File: src/latch_defines.svh
`ifndef LATCH_DEFINES_SVH
`define LATCH_DEFINES_SVH
`define LATCH_CONTROL_ADDR  8'h00
`define LATCH_CONTROL_RESET 8'h00
`define BIT_PIN2_SEL        7
`define BIT_PIN1_SEL        6
`define BIT_C1_SET_EN       5
`define BIT_C2_RST_EN       4
`define BIT_SOFT_SET        3
`define BIT_SOFT_RST        2
`define BIT_FIXED_REF       0
`define LATCH_WRITE_MASK    8'hFD
`define ADDR_WIDTH          8
`endif

File: src/latch_pkg.sv
package latch_pkg;
  typedef enum logic [1:0] {
    BUS_IDLE  = 2'b00,
    BUS_WRITE = 2'b01,
    BUS_READ  = 2'b11
  } bus_phase_e;

  typedef struct packed {
    logic [7:0] control;
    logic       latch_q;
  } core_state_s;
endpackage

File: src/latch_ctrl_if.sv
interface latch_ctrl_if;
  logic       set_in;
  logic       reset_in;
  logic       latch_q;
  modport core (input set_in, input reset_in, output latch_q);
  modport ctrl (output set_in, output reset_in, input latch_q);
endinterface

File: src/comp_latch_top.sv
// Decided for this implementation: the address map and the AHB-Lite slave port.
`include "latch_defines.svh"
module comp_latch_top (
  // clock and reset
  input  wire logic        hclk,
  input  wire logic        hresetn,
  // ahb-lite slave
  input  wire logic        hsel,
  input  wire logic [31:0] haddr,
  input  wire logic [1:0]  htrans,
  input  wire logic        hwrite,
  input  wire logic [2:0]  hsize,
  input  wire logic [31:0] hwdata,
  input  wire logic        hready,
  output logic      [31:0] hrdata,
  output logic             hreadyout,
  output logic             hresp,
  // analog comparator results, asynchronous
  input  wire logic        comp1_result,
  input  wire logic        comp2_result,
  // port logic
  input  wire logic        comp1_pin_output_enable,
  input  wire logic        comp2_pin_output_enable,
  output logic             pin1_out,
  output logic             pin1_oe,
  output logic             pin2_out,
  output logic             pin2_oe,
  // analog control
  output logic             fixed_ref_enable
);
  import latch_pkg::*;

  typedef struct packed {
    logic [7:0]  control;
    logic [1:0]  c1_sync;
    logic [1:0]  c2_sync;
    logic [1:0]  oe_sync;
    bus_phase_e  phase;
    logic        hit;
    logic [31:0] rdata;
    logic        p1;
    logic        p1e;
    logic        p2;
    logic        p2e;
    logic        fref;
  } top_state_s;

  top_state_s state;
  top_state_s next_state;
  latch_ctrl_if lat ();

  sr_latch_core u_core (
    .hclk    (hclk),
    .hresetn (hresetn),
    .lat     (lat.core)
  );

  function automatic logic addr_hit(input logic [31:0] a);
    addr_hit = (a[`ADDR_WIDTH-1:0] == `LATCH_CONTROL_ADDR) && (a[31:`ADDR_WIDTH] == '0);
  endfunction

  logic c1;
  logic c2;
  assign c1 = state.c1_sync[1];
  assign c2 = state.c2_sync[1];

  assign lat.set_in = (c1 & state.control[`BIT_C1_SET_EN])
                    | state.control[`BIT_SOFT_SET];
  assign lat.reset_in = (c2 & state.control[`BIT_C2_RST_EN])
                      | state.control[`BIT_SOFT_RST];

  always_comb begin
    logic [7:0] wval;
    wval = hwdata[7:0] & `LATCH_WRITE_MASK;
    next_state = state;
    next_state.c1_sync = {state.c1_sync[0], comp1_result};
    next_state.c2_sync = {state.c2_sync[0], comp2_result};
    next_state.oe_sync = {comp2_pin_output_enable, comp1_pin_output_enable};
    // pulse bits live one cycle, long enough to reach the latch
    next_state.control[`BIT_SOFT_SET] = 1'b0;
    next_state.control[`BIT_SOFT_RST] = 1'b0;
    if (state.phase == BUS_WRITE && state.hit) begin
      next_state.control = wval;
    end
    next_state.rdata = '0;
    next_state.phase = BUS_IDLE;
    next_state.hit = 1'b0;
    if (hsel && hready && htrans[1]) begin
      next_state.phase = hwrite ? BUS_WRITE : BUS_READ;
      next_state.hit = addr_hit(haddr);
      // loaded at the address phase so it stands through the zero-wait data phase;
      // a write still in its data phase is forwarded so read-after-write sees it
      if (!hwrite && addr_hit(haddr)) begin
        next_state.rdata = {24'h000000, next_state.control & `LATCH_WRITE_MASK};
      end
    end
    // routing uses only the select bits; output enables gate separately
    next_state.p1 = state.control[`BIT_PIN1_SEL] ? lat.latch_q : c1;
    next_state.p2 = state.control[`BIT_PIN2_SEL] ? ~lat.latch_q : c2;
    next_state.p1e = state.oe_sync[0];
    next_state.p2e = state.oe_sync[1];
    next_state.fref = state.control[`BIT_FIXED_REF];
  end

  always_ff @(posedge hclk or negedge hresetn) begin
    if (!hresetn) begin
      state <= '0;
      state.control <= `LATCH_CONTROL_RESET;
      state.phase <= BUS_IDLE;
    end else begin
      state <= next_state;
    end
  end

  // read data comes from a flop and holds for exactly the data phase, then returns to 0
  assign hrdata = state.rdata;
  assign hreadyout = 1'b1;
  assign hresp = 1'b0;
  assign pin1_out = state.p1;
  assign pin1_oe = state.p1e;
  assign pin2_out = state.p2;
  assign pin2_oe = state.p2e;
  assign fixed_ref_enable = state.fref;
endmodule

File: src/sr_latch_core.sv
`include "latch_defines.svh"
module sr_latch_core (
  // clock and reset
  input  wire logic  hclk,
  input  wire logic  hresetn,
  // latch drive
  latch_ctrl_if.core lat
);
  import latch_pkg::*;

  typedef struct packed {
    logic q;
  } lat_state_s;

  lat_state_s state;
  lat_state_s next_state;

  // sampled rather than truly unclocked so the design stays synchronous
  always_comb begin
    next_state = state;
    if (lat.reset_in) begin
      next_state.q = 1'b0;
    end else if (lat.set_in) begin
      next_state.q = 1'b1;
    end
  end

  always_ff @(posedge hclk or negedge hresetn) begin
    if (!hresetn) begin
      state <= '0;
    end else begin
      state <= next_state;
    end
  end

  assign lat.latch_q = state.q;
endmodule

File: config.mk
export PLATFORM = sky130hd
export DESIGN_NAME = comp_latch_top
export DESIGN_NICKNAME = d
export VERILOG_FILES = /design/src/latch_pkg.sv /design/src/latch_ctrl_if.sv /design/src/comp_latch_top.sv /design/src/sr_latch_core.sv
export VERILOG_INCLUDE_DIRS = /design/src /design/src/src
export SDC_FILE = /design/constraint.sdc
export NUM_CORES = 1
export LEC_CHECK = 0
export BUFFER_PORTS_ARGS = -buffer_cell sky130_fd_sc_hd__buf_2
export CAP_MARGIN = 20
export CORE_MARGIN = 8
export CORE_UTILIZATION = 39
export CTS_BUF_LIST = sky130_fd_sc_hd__clkbuf_8
export CTS_CLUSTER_DIAMETER = 200
export DETAILED_ROUTE_END_ITERATION = 12
export PLACE_DENSITY_LB_ADDON = 0.12
export SYNTH_ARGS = -nofsm -noshare
export SYNTH_HDL_FRONTEND = slang
export SYNTH_SLANG_ARGS = --single-unit
File: constraint.sdc
create_clock -name hclk -period 2.1 [get_ports hclk]
set_clock_uncertainty 0.2 [all_clocks]
set_input_delay 0.315 -clock hclk [delete_from_list [all_inputs] [get_ports hclk]]
set_output_delay 0.315 -clock hclk [all_outputs]
set_load 0.02 [all_outputs]
==> results of run 1 <==
==> per-layer routing <==
metal | up-vias | GRT usage | wire [um]
li1 | 412 | - | -
met1 | 388 | 0.116 | 1110
met2 | 57 | 0.155 | 1330
met3 | 7 | 0.0512 | 298
met4 | 0 | 0.0717 | 80
met5 | - | 0 | 0
==> flip-flops by register name, summed over array words and instances (netlist names) <==
signal	cells
pin2_oe	1
fixed_ref_enable	1
pin2_out	1
hrdata	7
state	9
pin1_oe	1
c1	1
c2	1
u_core.lat.latch_q	1
next_state	5
pin1_out	1
==> kinds of logic after synthesis <==
kind of cell / share of synthesized area
mux: 0.0582
flops: 0.544
other cells: 0.00563
simple gates: 0.167
compound gates: 0.0113
buf+inv: 0.214
==> power by group through the flow <==
| stage | clock, mW | sequential, mW | combinational, mW |
|---|---|---|---|
| global route | 0.453 | 0.574 | 0.143 |
| global placement | 0 | 0.583 | 0.121 |
| finish | 0.406 | 0.573 | 0.131 |
| detailed placement | 0 | 0.583 | 0.123 |
| CTS | 0.423 | 0.573 | 0.130 |
| floorplan | 0 | 0.588 | 0.0904 |
==> tightest hold or removal path, stage by stage <==
cell,delay [ps]
buf_2,80
nand2_1,50
inv_1,50
==> synthesized netlist by cell type (all sizes together) <==
master  number  share of area
nor3         1         0.0037
nor4b        5          0.033
buf         35           0.20
conb         2         0.0056
a211oi       2          0.011
mux2i        1         0.0075
and3b        1         0.0066
nand3        1         0.0037
dfrtp       29           0.54
nand4        2          0.019
inv          5          0.014
nand2        2         0.0056
nor4        10          0.091
mux2         6          0.051
clkbuf       1         0.0028
or2          1         0.0047
==> final cells by class <==
type,instances,area [um^2]
Fill cell,323,1660
Sequential cell,29,726
Multi-Input combinational cell,59,417
Timing Repair Buffer,65,350
Clock buffer,5,68.8
Tap cell,46,57.6
Inverter,5,18.8
Clock inverter,3,11.3
==> worst paths after layout <==
path	to	slack (ps)	from
worst min register to register	c2	150	next_state[43]
min in group asynchronous	c1	390	hresetn
worst max-delay path	hrdata[0]	500	state[39]
max in group asynchronous	state[39]	910	hresetn
worst min-delay path	state[49]	60	hwdata[3]
worst max register to register	hrdata[0]	500	state[39]
==> timing repair <==
item,in CTS,in global routing
endpoints found under the setup margin,0,0
buffers inserted,0,0
endpoints found under the hold margin,33,0
hold buffers,5,0
resized for setup,0,0
==> cells in the final DEF (no fill, tap or decap), types with 2 or more instances in the layout <==
cell type      synthesis  final
a211oi_1               2      2
buf_2                  0     60
clkbuf_8               0      5
conb_1                 2     27
dfrtp_1               29     29
dlygate4sd3_1          0      5
inv_1                  5      8
mux2_2                 5      5
nand2_1                2      2
nand4_2                2      2
nor4_1                 2      2
nor4_2                 7      7
nor4b_1                5      5
==> key figures, run 1 <==
Status
  – Outcome: finished clean

Yosys
  – Cells after Synth: around 100
  – Synthesized flop and latch total: 29
  – Yosys cell types: 19
  – Yosys warns: 0
  – Synth Cell Area: approximately 1300 um^2
  – Seq/Total Area, Yosys: 0.544
  – Mean Syn Cell Area: ~13 um^2

Detailed routing
  – Pre-Repair DR Iteration Count: 3
  – Via Count: 864
  – Per-cell routed wire length: 13.3 um
  – 1st-iter DRT viols: 23
  – # DRC: 0
  – DRT Wirelength: 2.82 mm
  – DRT antenna net count: 0
  – Mean number of vias per cell: 4.08

Finish
  – Final std cells w/o fill: 212
  – Share of cells above drive strength 1: 0.482
  – Final Cell Area: 1650 um^2
  – Utilization after layout: 0.498
  – Nets: 243
  – Layout area overhead: 23.6%
  – Ant. Diodes: 0

Global routing
  – GRT overflow: 0
  – Initial antenna violation count: 0
  – First-pass GRT wire length: 4.21 mm
  – Largest net degree at the start of global routing: 30
  – Tot GR Track Use: 0.105
  – Vias in the first global route: 978

STA
  – Fmax: between 0.6 and 0.7 GHz
  – Slew Limit Fails: 0
  – Worst-margin pin slew: roughly 600 ps
  – Fin crit share: 0.763
  – Max-slew headroom: 0.591
  – Hold WS: 55.4 ps
  – Unrepaired setup endpoints after global routing: no
  – Final setup violation count: 0
  – Final worst slack: 497 ps
  – Final Hold Fails: 0
  – Fin crit period: 1600 ps
  – Setup TNS: 0 ps

Worst setup path
  – Family with the most delay on the worst path: simple AND/OR/NAND/NOR gates
  – Crit-path max cell delay: 400 ps
  – Startpoint Class: flop
  – Critical Path RT: 2050 ps
  – Worst path bufs/invs: 0
  – Crit-path max FO: 7
  – R2r worst-path depth: 3
  – Critical path arrival: around 1600 ps
  – Crit-path cells: and3b_1 -> mux2_2 -> nor4b_1
  – Cell count along the critical path: 3
  – Crit Path Class: reg2reg
  – Worst Setup End Kind: flop
  – Crit path max-delay cell type: and3b_1

Power and ir drop
  – Tot Pwr: 1.11 mW
  – P_leak: 0.913 nW
  – Clk pwr share: 0.366
  – Sequential share of power: 0.516
  – P per Cell Area: 673 nW/um^2
  – Net Sw Power: between 0.2 and 0.3 mW
  – P_int: 0.836 mW
  – Combinational power share: 0.118
  – Sw Ratio: 0.247
  – Worst vdd ir: 0.217 mV

Floorplanning
  – Die area: 5550 um^2
  – IO Count: 117
  – Chip height: 74.5 um
  – FP Rows: 21
  – Core Region: between 3000 and 4000 um^2
  – Die Wd: 74.5 um
  – Initial Util: 0.403

Clocking
  – CTS tree: yes
  – H-Tree Depth: 2
  – TritonCTS Buffers: 5
  – Clock sinks: 29
  – CTS Buffer Depth: 2
  – Clock Latency Late Sink: around 270 ps
  – CTS root buffer: clkbuf_8
  – Clock slew at reported path FFs: roughly 60 ps

Min path
  – Tightest Hold Check Type: in2reg
  – Hold path depth: 3

Run
  – MaxCap Viol Count: 0

Place
  – Dpl cells: roughly 200
  – Pre-CTS setup slack: 398 ps
  – Final HPWL DP: 2.26 mm
  – Port bufs: 60
  – Placed cell area: 1520 um^2
  – Placer Congestion: ~0.72
Note: power is estimated with default switching activity, not from simulation.
==> inputs of run 2 (changes only) <==
==> constraint.sdc (replaced) <==
create_clock -name hclk -period 1.49 [get_ports hclk]
set_clock_uncertainty 0.2 [all_clocks]
set_input_delay 0.2235 -clock hclk [delete_from_list [all_inputs] [get_ports hclk]]
set_output_delay 0.2235 -clock hclk [all_outputs]
set_load 0.02 [all_outputs]
==> run 2 against run 1 <==
Compared with the run above:
- non-clock buffer count grew 11
- critical endpoint is now hrdata[7]
- critical path type unchanged
- worst setup slack lost 490 ps
- combinational power grew 56%
==> key figures, run 2 (synthesized netlist as in run 1, its figures left out) <==
Finish
  – Nets: 254 (+4.5%)
  – Top reg by flops: state
  – Leading cell type in the layout, fill and taps excluded: buf_2
  – # fillers: 302 (-6.5%)
  – Final Cell Area: 1910 um^2 (+16%)
  – Max reg flops: 9 (unchanged)
  – Layout area overhead: 43.1%
  – Ant. Diodes: 0 (unchanged)
  – Share of cells above drive strength 1: 0.520 (+0.0378)
  – Most frequent cells in the layout: 60 x buf_2, 29 x dfrtp_1, 27 x conb_1

Floorplanning
  – FP Rows: 21 (unchanged)
  – Die Wd: 74.5 um (unchanged)
  – Die area: 5550 um^2 (unchanged)
  – Core Region: 3310 um^2 (unchanged)
  – Chip height: 74.5 um (unchanged)
  – Initial Util: 0.403 (unchanged)
  – IO Count: 117 (unchanged)

Clocking
  – CTS root buffer: clkbuf_8
  – CTS Buffer Depth: 2 (unchanged)
  – TritonCTS Buffers: 5 (unchanged)
  – Clock Latency Late Sink: 270 ps (about the same)
  – CTS tree: yes
  – H-Tree Depth: 2 (unchanged)
  – Clock sinks: 29 (unchanged)
  – Clock slew at reported path FFs: 60 ps (about the same)

Global routing
  – GRT overflow: 0 (unchanged)
  – Largest net degree at the start of global routing: 30 (unchanged)
  – Vias in the first global route: 1006 (+2.9%)
  – First-pass GRT wire length: 4.40 mm (+4.4%)
  – Tot GR Track Use: 0.108 (+0.00310)
  – Initial antenna violation count: 0 (unchanged)

STA
  – Max-slew headroom: 0.589 (-0.00124)
  – Fin crit period: 1480 ps (-119 ps)
  – Fmax: 0.674 GHz (+8.0%)
  – Final setup violation count: 0 (unchanged)
  – Worst-margin pin slew: 616 ps (+1.86 ps)
  – Slew Limit Fails: 0 (unchanged)
  – Unrepaired setup endpoints after global routing: yes
  – Setup TNS: 0 ps (unchanged)
  – Fin crit share: 0.996 (+0.233)
  – Final Hold Fails: 0 (unchanged)

Power and ir drop
  – Worst vdd ir: 0.460 mV (+110%)
  – P_int: 1.42 mW (+70%)
  – Tot Pwr: 1.82 mW (+64%)
  – Sequential share of power: 0.444 (-0.072)
  – Combinational power share: 0.112 (-0.006)
  – P_leak: 1.08 nW (+19%)
  – Sw Ratio: 0.221 (-0.0260)
  – P per Cell Area: 954 nW/um^2 (+42%)
  – Net Sw Power: 0.403 mW (+47%)
  – Clk pwr share: 0.444 (+0.078)

Worst setup path
  – Startpoint Class: flop
  – RR Startpoint: state[39]
  – Worst Setup EP: hrdata[7]
  – R2R Path End: hrdata[7]
  – Crit path from: state[39]
  – Crit-path max FO: 6 (-1)
  – Critical Path RT: 1430 ps (-620 ps)
  – Reg2reg setup slack: 6 ps (-490 ps)
  – Critical path arrival: 1420 ps (-130 ps)
  – R2r worst-path depth: 4 (+1)
  – Worst Setup End Kind: flop
  – Crit Path Class: reg2reg

Status
  – Outcome: finished clean

Place
  – Placed cell area: 1530 um^2 (+0.99%)
  – Final HPWL DP: 2.27 mm (+0.34%)
  – Placer Congestion: 0.725 (+0.24%)
  – Port bufs: 60 (unchanged)

Detailed routing
  – Pre-Repair DR Iteration Count: 4 (+1)
  – DRT Wirelength: 3.01 mm (+6.6%)
  – 1st-iter DRT viols: 24 (+4.3%)
  – # DRC: 0 (unchanged)
  – Via Count: 907 (+5.0%)
  – Mean number of vias per cell: 4.07 (-0.20%)
  – DRT antenna net count: 0 (unchanged)
  – Per-cell routed wire length: 13.5 um (+1.4%)

Min path
  – Tightest Hold Check Type: in2reg

Run
  – MaxCap Viol Count: 0 (unchanged)
[run 2: cell types whose count changed in the layout (fill, tap and decap cells not counted), moves of 2 or more]
cell	before	now
buf_6	0	3
nand4_4	0	2
nor4b_4	0	5
dlygate4sd3_1	5	12
nand4_2	2	0
mux2_4	0	5
nor4b_1	5	0
mux2_2	5	1
inv_1	8	6
[run 2: worst min-delay path by stage]
stage                 start        end  cells after the start
floorplan           hresetn         c1                      0
global placement    hresetn   pin1_out                      1
detailed placement  hresetn   pin2_out                      1
CTS                  hready  state[38]                      3
global route         hready  state[38]                      3
finish               hready  state[38]                      3
[run 2: through the flow]
step | hold slack [ps] | setup WS [ps] | instances | util
floorplan | -272 | 41.6 | 129 | -
global placement | 58.5 | -110 | 201 | 0.463
detailed placement | 71.1 | -141 | 201 | 0.463
CTS | 14.7 | -14.8 | 221 | 0.536
global route | 41.5 | -61.5 | 223 | 0.576
finish | 26.2 | 6.22 | 223 | 0.576
[run 2: layer usage]
layer	global-route usage	routed length [um]
met5	0	0
met4	0.0717	76
met3	0.0553	321
met2	0.166	1450
met1	0.114	1160
[run 2: area by class of cell]
type / instances / area [um^2] / area share
clock inverters: 2 / 33.8 / 0.0177
repair buffers: 76 / 462 / 0.242
inverters: 5 / 18.8 / 0.00984
well taps: 46 / 57.6 / 0.0302
multi-input cells: 59 / 528 / 0.277
clock buffers: 6 / 82.6 / 0.0433
flip-flops and latches: 29 / 726 / 0.380
[run 2: timing repair]
action	in CTS	in global routing
hold endpoints to repair	41	0
setup buffers	0	2
resized for setup	1	19
setup endpoints to repair	5	7
hold buffers	12	0
pin swaps	0	1
[run 2: power by group through the flow]
stage / Combinational, mW / Clock (mW) / Sequential [mW]
CTS: 0.198 / 0.840 / 0.807
floorplan: 0.127 / 0 / 0.828
global placement: 0.170 / 0 / 0.821
global route: 0.221 / 0.874 / 0.809
detailed placement: 0.174 / 0 / 0.822
finish: 0.204 / 0.809 / 0.808
[run 2: worst max-delay path, cell delays in order (launching register included)]
cell	delay, ps
dfrtp_1	350
and3b_1	210
buf_6	140
mux2_4	310
nor4b_4	130
==> inputs of run 3 (changes only) <==
--- a/config.mk
+++ b/config.mk
@@ -6,10 +6,11 @@
 export SDC_FILE = /design/constraint.sdc
 export NUM_CORES = 1
 export LEC_CHECK = 0
+export ABC_AREA = 1
 export BUFFER_PORTS_ARGS = -buffer_cell sky130_fd_sc_hd__buf_2
 export CAP_MARGIN = 20
 export CORE_MARGIN = 8
-export CORE_UTILIZATION = 39
+export CORE_UTILIZATION = 25
 export CTS_BUF_LIST = sky130_fd_sc_hd__clkbuf_8
 export CTS_CLUSTER_DIAMETER = 200
 export DETAILED_ROUTE_END_ITERATION = 12
==> run 3 against run 2 <==
Compared with the run above:
- combinational power rose by 4%
- count of clock-buffer cells in the layout fell by 1
- synthesized cell count is 51% higher
- maximum frequency grew 11%
- via count is 18% higher
- clock power rose by 19%
- first-iteration DRC count rose by 4.2%
- utilization is 23 points lower
- final cell count grew 35%
- critical path depth increased by 1
==> key figures, run 3 <==
STA
  – Hold WS: 13.9 ps (-12.3 ps)
  – Fin crit period: 1330 ps (-151 ps)
  – Final Hold Fails: 0 (unchanged)
  – Slew Limit Fails: 0 (unchanged)
  – Unrepaired setup endpoints after global routing: no
  – Fin crit share: 0.895 (-0.101)
  – Final worst slack: 157 ps (+151 ps)
  – Setup TNS: 0 ps (unchanged)
  – Fmax: 0.750 GHz (+11%)
  – Final setup violation count: 0 (unchanged)

Global routing
  – Initial antenna violation count: 0 (unchanged)
  – GRT overflow: 0 (unchanged)
  – Largest net degree at the start of global routing: 30 (unchanged)
  – First-pass GRT wire length: 5.53 mm (+26%)
  – Tot GR Track Use: 0.0812 (-0.0268)
  – Vias in the first global route: 1238 (+23%)

Place
  – Placer Congestion: 0.663 (-8.5%)
  – Port bufs: 60 (unchanged)
  – Pre-CTS setup slack: 214 ps (+355 ps)
  – Final HPWL DP: 2.49 mm (+9.8%)

Detailed routing
  – # DRC: 0 (unchanged)
  – DRT Wirelength: 3.16 mm (+5.0%)
  – Per-cell routed wire length: 10.5 um (-22%)
  – 1st-iter DRT viols: 25 (+4.2%)
  – DRT antenna net count: 0 (unchanged)
  – Mean number of vias per cell: 3.56 (-12%)
  – Via Count: 1073 (+18%)
  – Pre-Repair DR Iteration Count: 3 (-1)

Finish
  – Layout area overhead: 34.0%
  – # fillers: 606 (+100%)
  – Ant. Diodes: 0 (unchanged)
  – Nets: 306 (+20%)
  – Share of cells above drive strength 1: 0.323 (-0.197)
  – Max reg flops: 9 (unchanged)
  – Storage element area: 726 um^2 (unchanged)
  – Leading cell type in the layout, fill and taps excluded: buf_2
  – Footprint of the multi-input gates: 439 um^2 (-17%)
  – Top reg by flops: state
  – Most frequent cells in the layout: 60 x buf_2, 29 x dfrtp_1, 27 x conb_1

Clocking
  – H-Tree Depth: 2 (unchanged)
  – Clock slew at reported path FFs: 70 ps (about the same)
  – CTS Buffer Depth: 2 (unchanged)
  – CTS tree: yes
  – Clock sinks: 29 (unchanged)
  – Clock Latency Late Sink: 280 ps (about the same)
  – TritonCTS Buffers: 5 (unchanged)
  – CTS root buffer: clkbuf_8
  – Post-CTS setup buffers: 0 (unchanged)

Run
  – MaxCap Viol Count: 0 (unchanged)

Floorplanning
  – Core Region: 5510 um^2 (+66%)
  – IO Count: 117 (unchanged)
  – Initial Util: 0.260 (-0.143)
  – FP Rows: 27 (+29%)
  – Chip height: 91.6 um (+23%)
  – Die Wd: 91.6 um (+23%)
  – Die area: 8400 um^2 (+51%)

Status
  – Outcome: finished clean

Worst setup path
  – Critical Path RT: 1500 ps (+70 ps)
  – Worst Setup End Kind: flop
  – Critical path arrival: 1340 ps (-80 ps)
  – Crit-path max FO: 8 (+2)
  – Crit Path Class: in2reg
  – Startpoint Class: input port

Yosys
  – EDFF count, synth: 0 (unchanged)
  – Largest cells by area after synthesis: dfrtp_1 51%, buf_4 18%, inv_1 6.3%, nor2_1 6.3%, nand2_1 6.0%
  – Ys async rst share: 1.00 (unchanged)
  – Synthesized flop and latch total: 29 (unchanged)
  – Yosys cell types: 18 (-1)
  – Most frequent cell after synthesis: buf_4
  – Mean Syn Cell Area: 9.11 um^2 (-29%)
  – Cells after Synth: 157 (+51%)
  – Synth area leader: dfrtp_1
  – Top-area cell type share of the netlist area: 0.507 (-0.0367)
  – Seq/Total Area, Yosys: 0.507 (-0.0367)
  – Synth Cell Area: 1430 um^2 (+7.2%)
  – Most common flop cell mapped by yosys: dfrtp_1
  – Synth cell count leaders: 34 x buf_4, 29 x dfrtp_1, 24 x inv_1, 24 x nor2_1, 23 x nand2_1
  – Yosys warns: 0 (unchanged)

Min path
  – Tightest Hold Check Type: in2reg

Power and ir drop
  – P_leak: 1.11 nW (+2.9%)
  – P per Cell Area: 1040 nW/um^2 (+8.6%)
  – Worst vdd ir: 0.483 mV (+5.1%)
==> run 3: worst max-delay path, cell delays in order <==
cell,delay (ps)
dlygate4sd3_1,530
buf_2,130
nor2_4,210
o211ai_1,120
nor2_1,120
==> run 3: power by group <==
part	total (mW)	internal (mW)	switching [mW]
combinational	0.212	0.0849	0.127
clock	0.964	0.664	0.300
sequential	0.810	0.804	0.00590
total	1.99	1.55	0.433
==> run 3: cell families after synthesis <==
group           share of synthesized area
flops                               0.507
simple gates                        0.174
compound gates                     0.0621
buf+inv                             0.251
other cells                       0.00525
==> run 3: metal layers <==
metal	GRT usage	vias up	share of wire
met5	0	-	0
li1	-	551	-
met4	0.0368	0	0.019
met3	0.0481	6	0.12
met2	0.122	58	0.44
met1	0.0900	458	0.42
==> run 3: stage by stage <==
step                instances  area [um^2]   util  total power [mW]
floorplan                 182         1520      -             0.972
global placement          280         1650  0.300              1.01
detailed placement        280         1650  0.300              1.01
CTS                       301         1920  0.348              2.02
global route              301         1920  0.348              2.09
finish                    301         1920  0.348              1.99
==> run 3: worst paths after layout <==
path	start	endpoint	slack, ps	depth (start not counted)
max	hwrite	hrdata[7]	160	5
min	hready	state[38]	10	3
max reg2reg	state[39]	hrdata[2]	250	4
min reg2reg	next_state[45]	c1	150	0
max in group asynchronous	hresetn	hrdata[6]	540	3
min in group asynchronous	hresetn	next_state[45]	280	3
==> run 3: final cells by class <==
cell class / count / area share
sequential: 29 / 0.379
multi-input combinational: 94 / 0.229
timing repair buffer: 74 / 0.228
inverter: 24 / 0.0470
tap: 72 / 0.0470
clock buffer: 5 / 0.0359
clock inverter: 3 / 0.0339
==> run 3: what timing repair did <==
item                       4_1_cts  5_1_grt
setup endpoints to repair        0        0
hold endpoints to repair        41        0
resized for setup                0        0
hold buffers                    13        0
